<file path="src/hdl/strobe_timing_defines.svh">
// Field positions, widths and timing constants for the memory strobe sequencer
`ifndef STROBE_TIMING_DEFINES_SVH
`define STROBE_TIMING_DEFINES_SVH
`define FIELD_W          3
`define RSU_LSB          1
`define RPW_LSB          4
`define WSU_LSB          0
`define WPW_LSB          3
`define WHT_LO_LSB       6
`define WHT_HI_BIT       0
`define CTRL_LOW_RESET   8'h00
`define CTRL_HIGH_RESET  8'h00
`define BUS_PERIOD_NS    4
`define BUS_DIV_DEFAULT  2
`endif

</file>
<file path="src/hdl/strobe_timing_pkg.sv">
// Types for the memory strobe sequencer
package strobe_timing_pkg;
  typedef enum logic [2:0] {
    ST_IDLE  = 3'b000,
    ST_SETUP = 3'b001,
    ST_PULSE = 3'b010,
    ST_HOLD  = 3'b011,
    ST_TAIL  = 3'b100
  } seq_state_t;
endpackage : strobe_timing_pkg

</file>
<file path="src/hdl/async_memory_strobe_timing.sv">
// Strobe sequencer for an external byte-wide asynchronous memory
`timescale 1ns/1ps
`include "strobe_timing_defines.svh"

module async_memory_strobe_timing #(
  parameter int ADDR_W  = 16,
  parameter int BUS_DIV = `BUS_DIV_DEFAULT
) (
  input  wire logic              sys_clk_i,
  input  wire logic              reset_n_i,
  input  wire logic [7:0]        strobe_ctrl_low_byte_i,
  input  wire logic [7:0]        strobe_ctrl_high_byte_i,
  input  wire logic              req_valid_i,
  input  wire logic              req_write_i,
  input  wire logic              req_fabric_i,
  input  wire logic [ADDR_W-1:0] req_addr_i,
  input  wire logic [7:0]        req_wdata_i,
  output logic                   req_ready_o,
  output logic                   rd_valid_o,
  output logic [7:0]             rd_data_o,
  output logic                   bus_clk_o,
  output logic                   mem_ce_n_o,
  output logic                   mem_oe_n_o,
  output logic                   mem_we_n_o,
  output logic [ADDR_W-1:0]      mem_addr_o,
  input  wire logic [7:0]        mem_data_i,
  output logic [7:0]             mem_data_o,
  output logic                   mem_data_oe_n_o
);
  localparam int CW = $clog2(BUS_DIV) + 1;

  // Field extraction, each 3 bits wide covering 0..7
  logic [`FIELD_W-1:0] read_setup_cycles, read_pulse_cycles, write_setup_cycles, write_pulse_cycles, write_hold_cycles;
  assign read_setup_cycles = strobe_ctrl_high_byte_i[`RSU_LSB +: `FIELD_W];
  assign read_pulse_cycles = strobe_ctrl_high_byte_i[`RPW_LSB +: `FIELD_W];
  assign write_setup_cycles = strobe_ctrl_low_byte_i[`WSU_LSB +: `FIELD_W];
  assign write_pulse_cycles = strobe_ctrl_low_byte_i[`WPW_LSB +: `FIELD_W];
  assign write_hold_cycles = {strobe_ctrl_high_byte_i[`WHT_HI_BIT],
                strobe_ctrl_low_byte_i[`WHT_LO_LSB +: 2]};

  // Bus clock divider: rise and fall enables, one system cycle each
  logic [CW-1:0] div_reg, div_next;
  logic          bclk_reg, bclk_next;
  logic          rise_en, fall_en;

  always_comb begin
    div_next  = div_reg;
    bclk_next = bclk_reg;
    rise_en   = 1'b0;
    fall_en   = 1'b0;
    if (div_reg == CW'(BUS_DIV - 1)) begin
      div_next  = '0;
      bclk_next = ~bclk_reg;
      rise_en   = ~bclk_reg;
      fall_en   = bclk_reg;
    end else begin
      div_next = div_reg + CW'(1);
    end
  end

  always_ff @(posedge sys_clk_i or negedge reset_n_i) begin
    if (!reset_n_i) begin
      div_reg  <= '0;
      bclk_reg <= 1'b0;
    end else begin
      div_reg  <= div_next;
      bclk_reg <= bclk_next;
    end
  end

  // Sequencer
  strobe_timing_pkg::seq_state_t state_reg, state_next;
  logic [`FIELD_W-1:0] cnt_reg, cnt_next;
  logic                wr_reg, wr_next;
  logic [`FIELD_W-1:0] pw_reg, pw_next;
  logic [`FIELD_W-1:0] ht_reg, ht_next;
  logic                ce_n_reg, ce_n_next;
  logic                oe_n_reg, oe_n_next;
  logic                we_n_reg, we_n_next;
  logic                doe_n_reg, doe_n_next;
  logic [ADDR_W-1:0]   addr_reg, addr_next;
  logic [7:0]          wdata_reg, wdata_next;
  logic [7:0]          rdata_reg, rdata_next;
  logic                rvalid_reg, rvalid_next;

  // Fabric-selector accesses never enter the sequencer
  assign req_ready_o = (state_reg == strobe_timing_pkg::ST_IDLE) && rise_en && !req_fabric_i;

  always_comb begin
    state_next  = state_reg;
    cnt_next    = cnt_reg;
    wr_next     = wr_reg;
    pw_next     = pw_reg;
    ht_next     = ht_reg;
    ce_n_next   = ce_n_reg;
    oe_n_next   = oe_n_reg;
    we_n_next   = we_n_reg;
    doe_n_next  = doe_n_reg;
    addr_next   = addr_reg;
    wdata_next  = wdata_reg;
    rdata_next  = rdata_reg;
    rvalid_next = 1'b0;
    unique case (state_reg)
      strobe_timing_pkg::ST_IDLE: begin
        if (req_valid_i && req_ready_o) begin
          // Chip select and address on the rising edge
          ce_n_next  = 1'b0;
          addr_next  = req_addr_i;
          wr_next    = req_write_i;
          wdata_next = req_wdata_i;
          cnt_next   = req_write_i ? write_setup_cycles : read_setup_cycles;
          pw_next    = req_write_i ? write_pulse_cycles : read_pulse_cycles;
          ht_next    = write_hold_cycles;
          state_next = strobe_timing_pkg::ST_SETUP;
        end
      end
      strobe_timing_pkg::ST_SETUP: begin
        // Strobe on the falling edge after setup periods plus high phase
        if (fall_en) begin
          if (cnt_reg == '0) begin
            oe_n_next   = wr_reg;
            we_n_next   = ~wr_reg;
            doe_n_next  = ~wr_reg;
            cnt_next    = pw_reg;
            state_next  = strobe_timing_pkg::ST_PULSE;
          end else begin
            cnt_next = cnt_reg - `FIELD_W'(1);
          end
        end
      end
      strobe_timing_pkg::ST_PULSE: begin
        // Strobe lasts pulse periods plus one low phase, ends on a rising edge
        if (rise_en) begin
          if (cnt_reg == '0) begin
            oe_n_next = 1'b1;
            we_n_next = 1'b1;
            if (!wr_reg) begin
              // Sample read data as the enable releases
              rdata_next  = mem_data_i;
              rvalid_next = 1'b1;
            end
            if (!wr_reg || ht_reg == '0) begin
              // Chip select ends on the same edge as the strobe
              ce_n_next  = 1'b1;
              doe_n_next = 1'b1;
              state_next = strobe_timing_pkg::ST_TAIL;
            end else begin
              cnt_next   = ht_reg - `FIELD_W'(1);
              state_next = strobe_timing_pkg::ST_HOLD;
            end
          end else begin
            cnt_next = cnt_reg - `FIELD_W'(1);
          end
        end
      end
      strobe_timing_pkg::ST_HOLD: begin
        // Write: data and chip select kept hold periods past strobe
        // Only writes with a nonzero hold come here
        if (rise_en) begin
          if (cnt_reg == '0) begin
            ce_n_next  = 1'b1;
            doe_n_next = 1'b1;
            state_next = strobe_timing_pkg::ST_TAIL;
          end else begin
            cnt_next = cnt_reg - `FIELD_W'(1);
          end
        end
      end
      strobe_timing_pkg::ST_TAIL: begin
        // One idle period between accesses so chip select is seen high
        if (fall_en) begin
          state_next = strobe_timing_pkg::ST_IDLE;
        end
      end
      default: state_next = strobe_timing_pkg::ST_IDLE;
    endcase
  end

  always_ff @(posedge sys_clk_i or negedge reset_n_i) begin
    if (!reset_n_i) begin
      state_reg  <= strobe_timing_pkg::ST_IDLE;
      cnt_reg    <= '0;
      wr_reg     <= 1'b0;
      pw_reg     <= '0;
      ht_reg     <= '0;
      ce_n_reg   <= 1'b1;
      oe_n_reg   <= 1'b1;
      we_n_reg   <= 1'b1;
      doe_n_reg  <= 1'b1;
      addr_reg   <= '0;
      wdata_reg  <= 8'h00;
      rdata_reg  <= 8'h00;
      rvalid_reg <= 1'b0;
    end else begin
      state_reg  <= state_next;
      cnt_reg    <= cnt_next;
      wr_reg     <= wr_next;
      pw_reg     <= pw_next;
      ht_reg     <= ht_next;
      ce_n_reg   <= ce_n_next;
      oe_n_reg   <= oe_n_next;
      we_n_reg   <= we_n_next;
      doe_n_reg  <= doe_n_next;
      addr_reg   <= addr_next;
      wdata_reg  <= wdata_next;
      rdata_reg  <= rdata_next;
      rvalid_reg <= rvalid_next;
    end
  end

  assign bus_clk_o       = bclk_reg;
  assign mem_ce_n_o      = ce_n_reg;
  assign mem_oe_n_o      = oe_n_reg;
  assign mem_we_n_o      = we_n_reg;
  assign mem_addr_o      = addr_reg;
  assign mem_data_o      = wdata_reg;
  assign mem_data_oe_n_o = doe_n_reg;
  assign rd_data_o       = rdata_reg;
  assign rd_valid_o      = rvalid_reg;

  // Helper: system cycles chip select has been low in the current access
  logic [11:0] ce_cnt;
  always_ff @(posedge sys_clk_i or negedge reset_n_i) begin
    if (!reset_n_i) begin
      ce_cnt <= '0;
    end else begin
      ce_cnt <= mem_ce_n_o ? 12'h000 : ce_cnt + 12'h001;
    end
  end

  a_read_ce_width: assert property (@(posedge sys_clk_i) disable iff (!reset_n_i)
    ($rose(mem_ce_n_o) && !wr_reg) |->
      ($past(ce_cnt) + 12'h001 == 12'(({9'h000, read_setup_cycles} + {9'h000, read_pulse_cycles} + 12'h001) * BUS_DIV * 2)))
    else $error("read chip select width wrong");

  a_write_ce_width: assert property (@(posedge sys_clk_i) disable iff (!reset_n_i)
    ($rose(mem_ce_n_o) && wr_reg) |->
      ($past(ce_cnt) + 12'h001 ==
       12'(({9'h000, write_setup_cycles} + {9'h000, write_pulse_cycles} + {9'h000, write_hold_cycles} + 12'h001) * BUS_DIV * 2)))
    else $error("write chip select width wrong");

  a_oe_after_ce: assert property (@(posedge sys_clk_i) disable iff (!reset_n_i)
    $fell(mem_oe_n_o) |-> ce_cnt == 12'((2 * {9'h000, read_setup_cycles} + 12'h001) * BUS_DIV))
    else $error("output enable setup wrong");

  a_we_after_ce: assert property (@(posedge sys_clk_i) disable iff (!reset_n_i)
    $fell(mem_we_n_o) |-> ce_cnt == 12'((2 * {9'h000, write_setup_cycles} + 12'h001) * BUS_DIV))
    else $error("write strobe setup wrong");

  a_oe_before_ce: assert property (@(posedge sys_clk_i) disable iff (!reset_n_i)
    !mem_oe_n_o |-> !mem_ce_n_o)
    else $error("chip select released before output enable");

  a_oe_width: assert property (@(posedge sys_clk_i) disable iff (!reset_n_i)
    $rose(mem_oe_n_o) |-> ce_cnt ==
      12'((2 * ({9'h000, read_setup_cycles} + {9'h000, read_pulse_cycles}) + 12'h002) * BUS_DIV))
    else $error("output enable width wrong");

  a_we_width: assert property (@(posedge sys_clk_i) disable iff (!reset_n_i)
    $rose(mem_we_n_o) |-> ce_cnt ==
      12'((2 * ({9'h000, write_setup_cycles} + {9'h000, write_pulse_cycles}) + 12'h002) * BUS_DIV))
    else $error("write strobe width wrong");

  a_wdata_hold: assert property (@(posedge sys_clk_i) disable iff (!reset_n_i)
    (!mem_we_n_o || !mem_data_oe_n_o) |-> (!mem_ce_n_o && $stable(mem_data_o)))
    else $error("write data not held");

  a_fabric_bypass: assert property (@(posedge sys_clk_i) disable iff (!reset_n_i)
    req_fabric_i |-> !req_ready_o)
    else $error("fabric access entered sequencer");

  a_ce_on_rise: assert property (@(posedge sys_clk_i) disable iff (!reset_n_i)
    $fell(mem_ce_n_o) |-> bus_clk_o)
    else $error("chip select not on rising bus clock");

  a_oe_on_fall: assert property (@(posedge sys_clk_i) disable iff (!reset_n_i)
    $fell(mem_oe_n_o) |-> !bus_clk_o)
    else $error("output enable not on falling bus clock");

  a_we_on_fall: assert property (@(posedge sys_clk_i) disable iff (!reset_n_i)
    $fell(mem_we_n_o) |-> !bus_clk_o)
    else $error("write strobe not on falling bus clock");

  a_rdata_pulse: assert property (@(posedge sys_clk_i) disable iff (!reset_n_i)
    $rose(mem_oe_n_o) |-> rd_valid_o)
    else $error("read data not captured at enable release");

endmodule : async_memory_strobe_timing

</file>
<file path="config.mk">
export PLATFORM = sky130hd
export DESIGN_NAME = async_memory_strobe_timing
export DESIGN_NICKNAME = d
export VERILOG_FILES = /design/src/hdl/strobe_timing_pkg.sv /design/src/hdl/async_memory_strobe_timing.sv
export VERILOG_INCLUDE_DIRS = /design/src /design/src/hdl
export SDC_FILE = /design/constraint.sdc
export NUM_CORES = 1
export LEC_CHECK = 0
export BUFFER_PORTS_ARGS = -buffer_cell sky130_fd_sc_hd__buf_2
export CAP_MARGIN = 20
export CORE_MARGIN = 1
export CORE_UTILIZATION = 50
export CTS_CLUSTER_SIZE = 8
export DETAILED_ROUTE_END_ITERATION = 12
export PLACE_DENSITY = 0.88
export SLEW_MARGIN = 20
export SYNTH_ARGS = -nofsm -noshare
export SYNTH_HDL_FRONTEND = slang
export SYNTH_SLANG_ARGS = --single-unit
</file>
<file path="constraint.sdc">
create_clock -name sys_clk_i -period 2.2 [get_ports sys_clk_i]
set_clock_uncertainty 0.1 [all_clocks]
set_input_delay 0.33 -clock sys_clk_i [delete_from_list [all_inputs] [get_ports sys_clk_i]]
set_output_delay 0.33 -clock sys_clk_i [all_outputs]
set_load 0.02 [all_outputs]
</file>
==> results of run 1 <==
cells by family after synthesis:
family,Yosys count
compound gates,30
flops,53
buf+inv,19
simple gates,42
fa+ha+maj,4
xor+xnor,3
mux,47
worst max-delay path by stage:
stage	slack (ns)	to	cells past startpoint
2_1_floorplan	0.27	state_reg[0]	5
3_3_place_gp	0.23	state_reg[0]	6
3_5_place_dp	0.20	state_reg[0]	6
4_1_cts	0.15	state_reg[0]	6
5_1_grt	0.04	state_reg[0]	6
6_report	0.13	state_reg[0]	6
per-stage QoR:
stage	setup slack [ns]	instance area (sq um)	hold slack (ns)
2_1_floorplan	0.274	2640	-0.0656
3_3_place_gp	0.225	3170	0.174
3_5_place_dp	0.203	3170	0.177
4_1_cts	0.151	3260	0.137
5_1_grt	0.0392	3260	0.137
6_report	0.130	3260	0.147
layer usage:
metal | GRT usage | wire length, microns | share of wire | vias up
li1 | - | - | - | 898
met1 | 0.244 | 2190 | 0.43 | 937
met2 | 0.322 | 2550 | 0.50 | 82
met3 | 0.0522 | 293 | 0.057 | 10
met4 | 0.0839 | 101 | 0.020 | 0
met5 | 0 | 0 | 0 | -
cell type report:
type,instances,area [sq um]
tap,70,87.6
multi-input combinational,126,1200
inverter,9,33.8
sequential,53,1330
timing repair buffer,98,526
clock inverter,2,13.8
clock buffer,6,72.6
fill,398,1840
worst max-delay path, delay by kind of cell, from the launching register on:
kind / cells / cell delay, ns
AOI/OAI and AO/OA: 2 / 0.48
adders and majority gates: 1 / 0.24
buffers and inverters: 1 / 0.11
DFF: 1 / 0.41
muxes: 1 / 0.37
and+or+nand+nor: 1 / 0.26
report_power, final:
part           total, W  switching (W)  leakage (nW)  internal (W)
Combinational   0.00164       0.000848          1.02      0.000794
Sequential      0.00146       0.000217         0.665       0.00125
Clock          0.000540       0.000313        0.0456      0.000227
cell usage in the layout (no fill, tap or decap), drive strengths merged, types with 3 or more instances in the layout:
master / Yosys / final
buf: 7 / 97
dfrtp: 49 / 49
mux2: 38 / 38
inv: 9 / 10
mux2i: 9 / 9
nor2: 7 / 7
nand2: 7 / 7
nand2b: 6 / 6
a21oi: 6 / 6
clkbuf: 3 / 6
o21ai: 5 / 5
nor2b: 4 / 4
nand3: 4 / 4
ha: 4 / 4
dfstp: 4 / 4
xor2: 3 / 3
timing repair:
item | in CTS | in global routing
endpoints found under the setup margin | 0 | 0
hold buffers | 1 | 0
endpoints found under the hold margin | 15 | 0
==> reports/metrics.yaml, run 1 <==
layout:
  largest_register_ffs: 16
  utilization: 0.639
  stdcell_count: 364
  drive_above_1_share: 0.531
  area.growth.synth_to_final_pct: 23.7
  diodes: 0
  fin_nets: 350
synth:
  synthMuxAreaShare: 0.229
  synth_edf_count: 0
  synth_top_area_frac: 0.465
  synth_nets: 255
  synth_warnings: 0
  synth_area_sq_um: 2640
  synth_most_common_cell: "dfrtp_1"
  synthSimpleGateAreaFrac: 0.111
  yosys_most_used_dff: "dfrtp_1"
  synthXorXnorAreaFrac: 0.00996
  ys_types: 46
  synthAdderAreaFrac: 0.0190
  synth_top_family_by_area: "multiplexers"
  ys_top_cells_by_area: "dfrtp_1, mux2_4, mux2_2"
  seq_area_frac_synth: 0.505
  ys_ff_latch: 53
  async_reset_ff_frac: 1.00
  syn-instance-count: 198
  synth_compound_area_frac: 0.0853
  yosys-top-cells-count: "dfrtp_1, mux2_4, mux2_2"
  syn_avg_cell_area_sq_um: 13.3
  yosysTopAreaCell: "dfrtp_1"
setup_path:
  reg2reg_depth: 6
  critPathCaptureType: "flop"
  critical-path-max-stage-delay_ns: 0.41
  slowest_stage: "dfrtp_1"
  worstReg2RegStart: "cnt_reg[0]"
  cp_cell_sequence: "inv_1, ha_1, and4bb_2, a21oi_1, a311oi_1, mux2_2"
  r2r_end: "state_reg[0]"
  crit_arrival_ns: 2.17
  cp.required_ns: 2.30
  startpoint_type: "flop"
  regToRegSetupSlack_ns: 0.13
  worst_setup_path_startpoint: "cnt_reg[0]"
  crit_fanout: 6
  path_class: "flop to flop"
power:
  vdd_drop_max_uv: 808
  p_leak_nw: 1.73
  powerDensity_nw_per_um2: 1120
  power_w: 0.00364
grt:
  grt_pass1_vias: 1793
  grt_usage: 0.196
  antenna_found_initial: 0
  grt_max_degree: 36
  grt_first_pass_wirelength_mm: 8.11
  overflow: 0
clock_network:
  htreeDepth: 2
  clk_latency_ns: 0.31
  clockRootBuffer: "clkbuf_8"
  cts_buffers: 5
  cts_num_sinks: 53
  cts_resized: 0
  cts_buffer_depth: 2
  cts_tree: "built"
  post_cts_buffers: 0
  path_clk_slew_ns: 0.09
timing:
  final_max_slew_viol_count: 0
  hold_viol: 0
  relSlewSlack: 0.692
  max_freq_mhz: 483
  rsz0062_at_grt: "false"
  timing_worst_slew_pin_value_ns: 0.457
  setup_viol: 0
  fin_crit_ns: 2.07
  fin_crit_sh: 0.941
  tns_ns: 0
hold_path:
  hold_path.startpoint: "req_addr_i[1]"
  whs_path_depth: 2
  min_to: "mem_addr_o[1]"
  hold_path.class: "input port to flop"
placement:
  dp_cells: 355
  portBuffers: 90
  hpwl_mm: 3.86
  place.gp.congestion: 0.833
detailed_routing:
  via_per_inst: 5.29
  ant_nets: 0
  drt_iter0_markers: 60
  first_pass_iters: 4
  wire_per_inst_microns: 14.1
  drc: 0
  postRouteWirelength_mm: 5.13
  num_vias: 1927
die:
  initial_utilization: 0.517
  chipWidth_microns: 74.6
  top_level_ports: 92
  num_rows: 26
  die_h_microns: 74.6
  core_sq_um: 5110
  die-area_sq_um: 5570
outcome:
  status: "finished, final reports clean"
job:
  cap_violations: 0
No activity file was read; power rests on OpenSTA's default activity.
==> run 2, diff against run 1 <==
REMOVE_ABC_BUFFERS = 1   (was default)
==> reports/metrics.yaml, run 2 (synthesized netlist as in run 1, its figures left out) <==
outcome:
  status: "finished, final reports clean"  # unchanged
clock_network:
  path_clk_slew_ns: 0.09  # about the same
  clockRootBuffer: "clkbuf_8"  # unchanged
  cts_tree: "built"  # unchanged
  post_cts_buffers: 0  # unchanged
  clk_latency_ns: 0.31  # about the same
  htreeDepth: 2  # unchanged
  cts_buffer_depth: 2  # unchanged
  cts_buffers: 5  # unchanged
  cts_num_sinks: 53  # unchanged
detailed_routing:
  postRouteWirelength_mm: 6.05  # was 5.13 mm
  ant_nets: 0  # unchanged
  drc: 0  # unchanged
  first_pass_iters: 4  # unchanged
  drt_iter0_markers: 55  # was 60
  wire_per_inst_microns: 16.5  # was 14.1 microns
  via_per_inst: 5.33  # was 5.29
  num_vias: 1951  # was 1927
die:
  num_rows: 26  # unchanged
  die-area_sq_um: 5570  # unchanged
  die_h_microns: 74.6  # unchanged
  core_sq_um: 5110  # unchanged
  initial_utilization: 0.517  # unchanged
  chipWidth_microns: 74.6  # unchanged
  top_level_ports: 92  # unchanged
grt:
  grtUsageMet2: 0.430  # was 0.322
  grt_pass1_vias: 2017  # was 1793
  met1_usage: 0.269  # was 0.244
  grt_first_pass_wirelength_mm: 9.65  # was 8.11 mm
  overflow: 0  # unchanged
  busiest_layer: "met2"  # unchanged
  grt_usage: 0.235  # was 0.196
  antenna_found_initial: 0  # unchanged
  grtUsageMet3: 0.0629  # was 0.0522
  grt_max_degree: 54  # was 36
layout:
  diodes: 0  # unchanged
  final_common_cell: "buf_2"  # unchanged
  largest_register_ffs: 16  # unchanged
  fin_nets: 352  # was 350
  mostFrequentLayoutCells: "buf_2, dfrtp_1, mux2_4"  # unchanged
  area.growth.synth_to_final_pct: 25.5  # was 23.7%
  drive_above_1_share: 0.537  # was 0.531
timing:
  hold_viol: 0  # unchanged
  final_max_slew_viol_count: 0  # unchanged
  rsz0062_at_grt: "false"  # unchanged
  timing_worst_slew_pin_value_ns: 0.477  # was 0.457 ns
  relSlewSlack: 0.681  # was 0.692
  setup_ws_ns: 0.120  # was 0.130 ns
  tns_ns: 0  # unchanged
  fin_crit_ns: 2.08  # was 2.07 ns
  fin_crit_sh: 0.945  # was 0.941
  max_freq_mhz: 481  # was 483 MHz
  setup_viol: 0  # unchanged
power:
  vdd_drop_max_uv: 756  # was 808 uV
  powerDensity_nw_per_um2: 1160  # was 1120 nW/um^2
  p_leak_nw: 1.75  # was 1.73 nW
setup_path:
  cp.required_ns: 2.30  # about the same
  startpoint_type: "flop"  # unchanged
  path_class: "flop to flop"  # unchanged
  critPathCaptureType: "flop"  # unchanged
  crit_arrival_ns: 2.18  # was 2.17 ns
  crit_fanout: 6  # unchanged
hold_path:
  hold_path.class: "input port to flop"  # unchanged
job:
  cap_violations: 0  # unchanged
placement:
  portBuffers: 90  # unchanged
  post-place-ws_ns: 0.0674  # was 0.203 ns
  place.gp.congestion: 0.815  # was 0.833
  hpwl_mm: 4.54  # was 3.86 mm
## run 2: timing repair
action / in CTS / in global routing
hold buffers: 1 / 0
endpoints found under the hold margin: 49 / 0
setup endpoints to repair: 0 / 1
resized for setup: 0 / 1
## run 2: layer usage
layer / up-vias / routed length (microns)
met5: - / 0
met4: 0 / 91
met3: 8 / 355
met2: 76 / 3240
met1: 970 / 2360
li1: 897 / -
## run 2: worst paths after layout
path	start	slack (ns)	endpoint	depth (start not counted)
max in group asynchronous	reset_n_i	1.23	mem_data_oe_n_o	3
max reg2reg	cnt_reg[0]	0.12	state_reg[0]	6
min in group asynchronous	reset_n_i	0.48	rd_data_o[0]	3
min	req_addr_i[11]	0.14	mem_addr_o[11]	2
max	cnt_reg[0]	0.12	state_reg[0]	6
min reg2reg	mem_we_n_o	0.41	mem_we_n_o	2
## run 2: report_power, final
part / internal, W / switching (W) / leakage [nW]
Sequential: 0.00125 / 0.000206 / 0.665
Combinational: 0.000816 / 0.000922 / 1.03
Clock: 0.000342 / 0.000318 / 0.0554
## run 2: cell type report
cell class | count | area (sq um)
Clock buffer | 6 | 72.6
Clock inverter | 2 | 38.8
Fill cell | 348 | 1800
Inverter | 9 | 33.8
Multi-Input combinational cell | 126 | 1210
Sequential cell | 53 | 1330
Tap cell | 70 | 87.6
Timing Repair Buffer | 100 | 541
## run 2: worst max-delay path, cell delays in order, from the launching register on
cell and delay [ns]:
dfrtp_1 0.41, inv_1 0.11, ha_1 0.25, and4bb_2 0.26
a21oi_1 0.12, a311oi_2 0.35, mux2_2 0.38
## run 2: stage by stage
stage	utilization	cell area (sq um)	total power [W]	instances	hold slack (ns)
CTS	0.647	3300	0.00384	366	0.137
floorplan	-	2560	0.00262	188	-0.0656
global route	0.648	3310	0.00406	366	0.132
finish	0.648	3310	0.00385	366	0.144
detailed placement	0.623	3180	0.00317	357	0.241
global placement	0.623	3180	0.00307	357	0.240
